## config.mk

```make
export PLATFORM = sky130hd
export DESIGN_NAME = spd_top
export DESIGN_NICKNAME = d
export VERILOG_FILES = /design/src/hdl/spd_pkg.sv /design/src/hdl/spd_gen_if.sv /design/src/hdl/spd_frame_gen.sv /design/src/hdl/spd_top.sv
export SDC_FILE = /design/constraint.sdc
export NUM_CORES = 1
export LEC_CHECK = 0
export BUFFER_PORTS_ARGS = -buffer_cell sky130_fd_sc_hd__buf_2
export CAP_MARGIN = 20
export CORE_MARGIN = 3
export CORE_UTILIZATION = 64
export CTS_CLUSTER_DIAMETER = 200
export CTS_CLUSTER_SIZE = 16
export DETAILED_ROUTE_END_ITERATION = 12
export PLACE_DENSITY_LB_ADDON = 0.08
export SYNTH_ARGS = -nofsm -noshare
export SYNTH_HDL_FRONTEND = slang
export SYNTH_SLANG_ARGS = --single-unit
```

## constraint.sdc

```tcl
create_clock -name core_clk -period 4.7 [get_ports core_clk]
set_input_delay 0.94 -clock core_clk [delete_from_list [all_inputs] [get_ports core_clk]]
set_output_delay 0.94 -clock core_clk [all_outputs]
set_load 0.005 [all_outputs]
```

## src/hdl/spd_pkg.sv

```systemverilog
// constants for the synthesizer post-divider output stage
// assumes a byte-wide register port and tick inputs on core_clk
package spd_pkg;
	localparam logic [7:0] S2D_ADDR_HI = 8'hA1;
	localparam logic [7:0] S2D_ADDR_MID = 8'hA2;
	localparam logic [7:0] S2D_ADDR_LO = 8'hA3;
	localparam logic [7:0] S3A_ADDR_HI = 8'hA4;
	localparam logic [7:0] S3A_ADDR_MID = 8'hA5;
	localparam logic [7:0] S3A_ADDR_LO = 8'hA6;
	localparam logic [23:0] CTL_RESET = 24'h000000;
	localparam int MODE_MSB = 23;
	localparam int MODE_LSB = 20;
	localparam logic [3:0] MODE_SPECIAL = 4'hF;
	localparam int EDGE_TYPE_BIT = 19;
	localparam int POLARITY_BIT = 18;
	localparam int SRC_MSB = 17;
	localparam int SRC_LSB = 16;
	localparam int RATE_MSB = 15;
	localparam logic [1:0] S2D_LF_SEL = 2'h3;
	localparam logic [1:0] S3A_LF_SEL = 2'h0;
	localparam int PERIOD_W = 16;

	typedef enum logic [2:0] {
		SPD_DIV = 3'b001,
		SPD_LF = 3'b010,
		SPD_FRM = 3'b100
	} spd_mode_e;

	function automatic spd_mode_e spd_decode(input logic [23:0] w, input logic [1:0] lfSel);
		spd_mode_e m;
		if (w[MODE_MSB:MODE_LSB] != MODE_SPECIAL) begin
			m = SPD_DIV;
		end else if (w[SRC_MSB:SRC_LSB] == lfSel) begin
			m = SPD_LF;
		end else begin
			m = SPD_FRM;
		end
		return m;
	endfunction
endpackage

```

## src/hdl/spd_gen_if.sv

```systemverilog
// signals between the register side and one output generator
// assumes both ends run on core_clk
`timescale 1ns/1ps
interface spd_gen_if;
	logic [23:0] ctrl;
	logic restart;
	logic outTick;
	logic baseTick;
	logic [3:0] srcTick;
	logic genOut;
	modport top(output ctrl, output restart, output outTick, output baseTick,
		output srcTick, input genOut);
	modport gen(input ctrl, input restart, input outTick, input baseTick,
		input srcTick, output genOut);
endinterface

```

## src/hdl/spd_frame_gen.sv

```systemverilog
// one post-divider output: divider, low-frequency clock or frame pulse
// assumes ticks are one-cycle pulses on core_clk, one per source period
`timescale 1ns/1ps
module spd_frame_gen #(
	parameter logic [1:0] LF_SEL = 2'h3,
	parameter int PW = 16
) (
	input wire logic core_clk,
	input wire logic sys_rst,
	input wire logic clkEn,
	spd_gen_if.gen g
);
	logic [23:0] cfg_r, cfg_nxt;
	logic [23:0] cnt_r, cnt_nxt;
	logic [PW-1:0] phase_r, phase_nxt;
	logic [PW-1:0] period_r, period_nxt;
	logic pend_r, pend_nxt;
	logic out_r, out_nxt;
	spd_pkg::spd_mode_e mode;
	logic tick;
	logic [23:0] ratio;
	logic [23:0] last;
	logic [23:0] half;
	logic wrap;
	logic apply;
	logic active;
	logic [PW-1:0] halfPer;

	// ----------------------------------------
	// next state
	// ----------------------------------------
	always_comb begin
		mode = spd_pkg::spd_decode(cfg_r, LF_SEL);
		case (mode)
			spd_pkg::SPD_DIV: tick = g.outTick;
			spd_pkg::SPD_LF: tick = g.baseTick;
			spd_pkg::SPD_FRM: tick = g.srcTick[cfg_r[spd_pkg::SRC_MSB:spd_pkg::SRC_LSB]];
			default: tick = 1'b0;
		endcase
		if (mode == spd_pkg::SPD_DIV) begin
			ratio = cfg_r;
		end else begin
			ratio = {8'h00, cfg_r[spd_pkg::RATE_MSB:0]};
		end
		last = ratio - 24'h000001;
		half = (ratio + 24'h000001) >> 1;
		halfPer = period_r >> 1;
		wrap = tick && (cnt_r >= last);
		apply = pend_r && (wrap || ratio == 24'h000000);
		pend_nxt = g.restart || (pend_r && !apply);
		cfg_nxt = apply ? g.ctrl : cfg_r;
		if (apply || wrap) begin
			cnt_nxt = 24'h000000;
		end else if (tick) begin
			cnt_nxt = cnt_r + 24'h000001;
		end else begin
			cnt_nxt = cnt_r;
		end
		// core cycles per source period, for the centred boundary
		if (tick) begin
			phase_nxt = '0;
			period_nxt = phase_r + 1'b1;
		end else begin
			phase_nxt = (&phase_r) ? phase_r : phase_r + 1'b1;
			period_nxt = period_r;
		end
		if (mode == spd_pkg::SPD_FRM) begin
			if (cfg_r[spd_pkg::EDGE_TYPE_BIT]) begin
				active = (cnt_r == 24'h000000);
			end else begin
				active = ((cnt_r == last) && (phase_r >= halfPer))
					|| ((cnt_r == 24'h000000) && (phase_r < halfPer));
			end
		end else begin
			active = (cnt_r < half);
		end
		if (ratio == 24'h000000) begin
			active = 1'b0;
		end
		out_nxt = active ^ ((mode == spd_pkg::SPD_FRM) && cfg_r[spd_pkg::POLARITY_BIT]);
	end

	// ----------------------------------------
	// registers
	// ----------------------------------------
	always_ff @(posedge core_clk) begin
		if (sys_rst) begin
			cfg_r <= spd_pkg::CTL_RESET;
			cnt_r <= '0;
			phase_r <= '0;
			period_r <= '0;
			pend_r <= 1'b0;
			out_r <= 1'b0;
		end else if (clkEn) begin
			cfg_r <= cfg_nxt;
			cnt_r <= cnt_nxt;
			phase_r <= phase_nxt;
			period_r <= period_nxt;
			pend_r <= pend_nxt;
			out_r <= out_nxt;
		end
	end

	assign g.genOut = out_r;
endmodule

```

## src/hdl/spd_top.sv

```systemverilog
// register port and two post-divider outputs (synth 2 D, synth 3 A)
// assumes synthesizer clocks arrive as one-cycle ticks on core_clk
`timescale 1ns/1ps
module spd_top (
	input wire logic core_clk,
	input wire logic sys_rst,
	input wire logic clkEn,
	input wire logic regWrEn,
	input wire logic regRdEn,
	input wire logic [7:0] regAddr,
	input wire logic [7:0] regWrData,
	output logic [7:0] regRdData,
	input wire logic s2OutTick,
	input wire logic s2BaseTick,
	input wire logic s2PdATick,
	input wire logic s2PdBTick,
	input wire logic s2PdCTick,
	input wire logic s3OutTick,
	input wire logic s3BaseTick,
	input wire logic s3PdBTick,
	input wire logic s3PdCTick,
	input wire logic s3PdDTick,
	output logic s2dOut,
	output logic s3aOut
);
	logic [23:0] s2Ctl_r, s2Ctl_nxt;
	logic [23:0] s3Ctl_r, s3Ctl_nxt;
	logic s2Restart_r, s2Restart_nxt;
	logic s3Restart_r, s3Restart_nxt;
	logic [7:0] rdData_r, rdData_nxt;

	spd_gen_if s2If ();
	spd_gen_if s3If ();

	// ----------------------------------------
	// register port
	// ----------------------------------------
	function automatic logic [23:0] put_byte(input logic [23:0] w, input logic [7:0] a,
		input logic [7:0] base, input logic [7:0] d);
		logic [23:0] r;
		r = w;
		if (a == base) begin
			r[23:16] = d;
		end else if (a == base + 8'h01) begin
			r[15:8] = d;
		end else if (a == base + 8'h02) begin
			r[7:0] = d;
		end
		return r;
	endfunction

	always_comb begin
		s2Ctl_nxt = s2Ctl_r;
		s3Ctl_nxt = s3Ctl_r;
		s2Restart_nxt = 1'b0;
		s3Restart_nxt = 1'b0;
		rdData_nxt = rdData_r;
		if (regWrEn) begin
			s2Ctl_nxt = put_byte(s2Ctl_r, regAddr, spd_pkg::S2D_ADDR_HI, regWrData);
			s3Ctl_nxt = put_byte(s3Ctl_r, regAddr, spd_pkg::S3A_ADDR_HI, regWrData);
			s2Restart_nxt = (regAddr == spd_pkg::S2D_ADDR_LO);
			s3Restart_nxt = (regAddr == spd_pkg::S3A_ADDR_LO);
		end
		if (regRdEn) begin
			case (regAddr)
				spd_pkg::S2D_ADDR_HI: rdData_nxt = s2Ctl_r[23:16];
				spd_pkg::S2D_ADDR_MID: rdData_nxt = s2Ctl_r[15:8];
				spd_pkg::S2D_ADDR_LO: rdData_nxt = s2Ctl_r[7:0];
				spd_pkg::S3A_ADDR_HI: rdData_nxt = s3Ctl_r[23:16];
				spd_pkg::S3A_ADDR_MID: rdData_nxt = s3Ctl_r[15:8];
				spd_pkg::S3A_ADDR_LO: rdData_nxt = s3Ctl_r[7:0];
				default: rdData_nxt = 8'h00;
			endcase
		end
	end

	always_ff @(posedge core_clk) begin
		if (sys_rst) begin
			s2Ctl_r <= spd_pkg::CTL_RESET;
			s3Ctl_r <= spd_pkg::CTL_RESET;
			s2Restart_r <= 1'b0;
			s3Restart_r <= 1'b0;
			rdData_r <= 8'h00;
		end else if (clkEn) begin
			s2Ctl_r <= s2Ctl_nxt;
			s3Ctl_r <= s3Ctl_nxt;
			s2Restart_r <= s2Restart_nxt;
			s3Restart_r <= s3Restart_nxt;
			rdData_r <= rdData_nxt;
		end
	end

	// ----------------------------------------
	// source routing
	// ----------------------------------------
	assign s2If.ctrl = s2Ctl_r;
	assign s2If.restart = s2Restart_r;
	assign s2If.outTick = s2OutTick;
	assign s2If.baseTick = s2BaseTick;
	assign s2If.srcTick = {1'b0, s2PdCTick, s2PdBTick, s2PdATick};
	assign s3If.ctrl = s3Ctl_r;
	assign s3If.restart = s3Restart_r;
	assign s3If.outTick = s3OutTick;
	assign s3If.baseTick = s3BaseTick;
	assign s3If.srcTick = {s3PdDTick, s3PdCTick, s3PdBTick, 1'b0};

	spd_frame_gen #(.LF_SEL(spd_pkg::S2D_LF_SEL), .PW(spd_pkg::PERIOD_W)) s2Gen (
		.core_clk(core_clk),
		.sys_rst(sys_rst),
		.clkEn(clkEn),
		.g(s2If.gen)
	);

	spd_frame_gen #(.LF_SEL(spd_pkg::S3A_LF_SEL), .PW(spd_pkg::PERIOD_W)) s3Gen (
		.core_clk(core_clk),
		.sys_rst(sys_rst),
		.clkEn(clkEn),
		.g(s3If.gen)
	);

	assign regRdData = rdData_r;
	assign s2dOut = s2If.genOut;
	assign s3aOut = s3If.genOut;
endmodule

```

==> out/summary.txt <==
DRT
------------------------------------------------------------------------------------------------------
Post-detailed-route via-to-cell ratio                                                            6.097
Via count                                                                                       12,960
Average wire per cell in the routed design                                                    17.37 um
Detailed router's first-iteration violation count                                                1,079
Initial DRT Pass Iterations                                                                          6
Total Wirelength                                                                              36.91 mm
Number of remaining DRC errors                                                                       0
Number of routed nets with antenna violations                                                        0

YOSYS
------------------------------------------------------------------------------------------------------
Synthesized netlist cell count                                                                   1,840
Simple-gate share of the synthesized area                                                       24.89%
Main flop type after synthesis                                                            sky130_fd_sc_hd__dfxtp_1
Post-synthesis cell type count                                                                      90
Number of synthesized register bits                                                                220
Adder-Cell Fraction of Synth Area                                                               11.21%
Top-area cell type share of the netlist area                                                    29.46%
Average size of a mapped cell                                                                8.125 um2
Main combinational cell family by area after synthesis                                    simple AND/OR/NAND/NOR gates
Synth Net Count                                                                                  2,005
Post-synth EDFFs                                                                                     0
Most common library cells after synthesis                                                 sky130_fd_sc_hd__nor2_1, sky130_fd_sc_hd__dfxtp_1, sky130_fd_sc_hd__nand2_1, sky130_fd_sc_hd__ha_1, sky130_fd_sc_hd__a21oi_1
Largest area contributor in the synthesized netlist                                       sky130_fd_sc_hd__dfxtp_1
Sequential element share of the synthesized area                                                29.46%
Parity-gate share of the synthesized area counting xor and xnor cells                           8.202%
Compound-cell area share of the yosys netlist                                                   14.77%
Summed instance area of the synthesized netlist                                            0.01495 mm2
Count of yosys warnings during synthesis                                                             0
Top cells by area, synth                                                                  sky130_fd_sc_hd__dfxtp_1, sky130_fd_sc_hd__ha_1, sky130_fd_sc_hd__nor2_1, sky130_fd_sc_hd__mux2i_1, sky130_fd_sc_hd__nand2_1
Ys async rst share                                                                                  0%
Share of cell area taken by muxes after synthesis                                               6.452%
Most instantiated library cell after synthesis                                            sky130_fd_sc_hd__nor2_1

PWR
------------------------------------------------------------------------------------------------------
Leakage power of the design                                                                   6.453 nW
Ratio of total power to cell area                                                         225.4 mW/mm2
Worst IR Drop VDD                                                                            0.3242 mV

CLOCKING
------------------------------------------------------------------------------------------------------
Post-CTS Repair Setup Buffers                                                                        0
Max H-tree Level                                                                                     1
Clk root buf                                                                              sky130_fd_sc_hd__clkbuf_16
Clock transition at the register clock pins on the worst setup and hold paths after CTS        0.08 ns
Clk sink count                                                                                     220
Number of clock buffers inserted by TritonCTS                                                       17
Maximum root-to-sink buffer count                                                                    3
CTS tree                                                                                         built
Number of buffers added to fix hold violations after cts                                             0
Clock latency on the worst-skew pair                                                           0.50 ns
CTS resizes                                                                                          0

CRITICAL PATH
------------------------------------------------------------------------------------------------------
Kind of critical path                                                                     flip-flop to flip-flop
Endpoint kind of the worst setup timing path                                                 flip-flop
Cell family with most CP delay                                                            simple AND/OR/NAND/NOR gates
Maximum fanout count along the critical path                                                        24
Type of element launching the critical path                                                  flip-flop
Required time worst endpoint                                                                   5.02 ns
Critical path, cell by cell                                                               nor4_2 -> and3_1 -> inv_1 -> nor2_1 -> a21oi_1 -> or3_1 -> ha_1 -> nand2_1 -> o21ai_0 -> a221oi_1 -> o21ai_4 -> o211ai_4 -> buf_4 -> mux2i_1 -> nor2_1
Most numerous cell on the critical path                                                   sky130_fd_sc_hd__nor2_1
Delay of the slowest critical-path stage                                                       0.53 ns
Slowest stage cell, crit path                                                             sky130_fd_sc_hd__nor4_2
Critical Path AT                                                                               4.65 ns
Crit path buf inv count                                                                              2

STA
------------------------------------------------------------------------------------------------------
Total of endpoints with negative setup slack in the final report                                     0
Fmax                                                                                         230.9 MHz
Count of final max-slew check failures                                                               0
Final period util                                                                               92.15%
Number of hold violations in the final report                                                        0
Post-layout min period                                                                        4.331 ns
Max Clock Skew                                                                              0.03287 ns
Slew @ Worst Pin                                                                             0.9726 ns
Setup repair after global routing missed its margin                                                 no
Total negative slack                                                                              0 ns
Tightest slew margin relative to the limit                                                      34.81%

FLOORPLAN
------------------------------------------------------------------------------------------------------
Total core area                                                                            0.02278 mm2
Starting density of the core                                                                    65.64%
Die Footprint                                                                              0.02523 mm2
I/O pin count                                                                                       41
Overall die width                                                                             158.8 um
Y dimension of the die                                                                        158.8 um
Row count                                                                                           55

PLACED DESIGN
------------------------------------------------------------------------------------------------------
GP Congestion                                                                                   0.9286
HPWL reported at the end of detailed placement                                                26.89 mm
Port Buf Inserts                                                                                    40

GLOBAL ROUTING
------------------------------------------------------------------------------------------------------
First-pass GRT wire length                                                                    59.94 mm
Antenna violations before repair                                                                     0
Vias in the first global route                                                                  11,830
Remaining global-route overflow                                                                      0
Global Route Usage Sum                                                                          27.99%
Largest net degree at the start of global routing                                                   81

OUTCOME
------------------------------------------------------------------------------------------------------
Status                                                                                       completed

LAYOUT
------------------------------------------------------------------------------------------------------
Total of fill cells in the finished design                                                       1,938
Final nets                                                                                       1,978
Antenna Diode Count                                                                                  0
Area growth syn-to-layout                                                                       4.552%
Fraction of final layout cells sized beyond drive strength 1                                    6.512%
Post-route core utilization                                                                     68.62%

MIN PATH
------------------------------------------------------------------------------------------------------
Worst hold-check path type                                                                flip-flop to flip-flop

JOB
------------------------------------------------------------------------------------------------------
Max capacitance violation total                                                                      0

## routing by layer
metal	wire (um)	GRT usage [%]
met2	16840	44.86
met1	17260	40.45
met4	788	6.486
met5	0	0
met3	2024	3.392
## cell families (layout without fill, tap and decap cells)
kind of cell | count (synthesis) | in the layout
AND/OR/NAND/NOR | 751 | 751
AO/OA/AOI/OAI | 339 | 339
flip-flops | 220 | 220
buffers and inverters | 163 | 135
XOR/XNOR | 140 | 140
adder cells (fa/ha/maj) | 134 | 134
multiplexers | 93 | 93
## through the flow
step	worst slack, ns	instance area (um2)	total power [mW]	instances	hold slack (ns)
finish	0.3690	15630	3.523	2125	0.4634
global route	0.07918	15630	3.643	2125	0.4898
CTS	0.2413	15590	3.538	2123	0.4677
detailed placement	0.2843	15140	2.208	2105	0.4681
global placement	0.5875	15130	2.201	2104	0.4591
floorplan	0.7236	14950	2.124	1840	0.4410
## sequential cells by signal (all words and copies together), names as in the netlist, 16 cells and up
name and cells:
s2Ctl_r 24, s2Gen.cfg_r 24, s2Gen.cnt_r 24, s2Gen.phase_r 16, s3Ctl_r 24, s3Gen.cfg_r 24, s3Gen.cnt_r 24, s3Gen.phase_r 16
## cell usage in the layout, fill, tap and decap left out, types with 10 or more instances in the layout
cell,n
sky130_fd_sc_hd__inv_1,60
sky130_fd_sc_hd__nand2b_1,55
sky130_fd_sc_hd__clkbuf_16,17
sky130_fd_sc_hd__nand2_1,177
sky130_fd_sc_hd__nand3_1,72
sky130_fd_sc_hd__mux2i_1,86
sky130_fd_sc_hd__a221oi_1,10
sky130_fd_sc_hd__a21o_1,24
sky130_fd_sc_hd__buf_4,13
sky130_fd_sc_hd__nor3_1,35
sky130_fd_sc_hd__a211oi_1,54
sky130_fd_sc_hd__a21oi_1,122
sky130_fd_sc_hd__nor4_1,20
sky130_fd_sc_hd__xnor2_1,67
sky130_fd_sc_hd__dfxtp_1,220
sky130_fd_sc_hd__ha_1,134
sky130_fd_sc_hd__nor2b_1,10
sky130_fd_sc_hd__nand4_1,40
sky130_fd_sc_hd__and3_1,25
sky130_fd_sc_hd__buf_2,40
sky130_fd_sc_hd__xor2_1,73
sky130_fd_sc_hd__nor2_1,229
sky130_fd_sc_hd__o21ai_0,63
sky130_fd_sc_hd__and4_1,14
sky130_fd_sc_hd__a31oi_1,12
## where the power goes
| part | switching, mW | internal (mW) | total, mW |
|---|---|---|---|
| clock | 0.654 | 0.700 | 1.35 |
| combinational | 0.168 | 0.0949 | 0.263 |
| sequential | 0.0191 | 1.89 | 1.91 |
## final timing paths
kind                                    start                            to  slack (ns)  depth (start not counted)
setup / recovery  s3Gen.cfg_r[2]$_SDFFE_PP0P_  s3Gen.cfg_r[16]$_SDFFE_PP0P_        0.37                         15
hold reg to reg     s3If.restart$_SDFFE_PP0P_     s3Gen.pend_r$_SDFFE_PP0P_        0.46                          2
hold / removal      s3If.restart$_SDFFE_PP0P_     s3Gen.pend_r$_SDFFE_PP0P_        0.46                          2
setup reg to reg  s3Gen.cfg_r[2]$_SDFFE_PP0P_  s3Gen.cfg_r[16]$_SDFFE_PP0P_        0.37                         15
## tightest hold or removal path: cells and delay by family (launching register included)
kind	cells	cell delay, ns
simple gates	1	0.07
compound gates	1	0.06
flops	1	0.32
## area by class of cell
type	instances	area [um2]	share of cell area, %
Clock inverter	1	30.03	0.1921
Sequential cell	220	4404	28.18
Timing Repair Buffer	56	335.3	2.145
Clock buffer	17	425.4	2.722
Tap cell	313	391.6	2.505
Inverter	61	229.0	1.465
Multi-Input combinational cell	1457	9816	62.80
(Power assumes the default switching activity.)
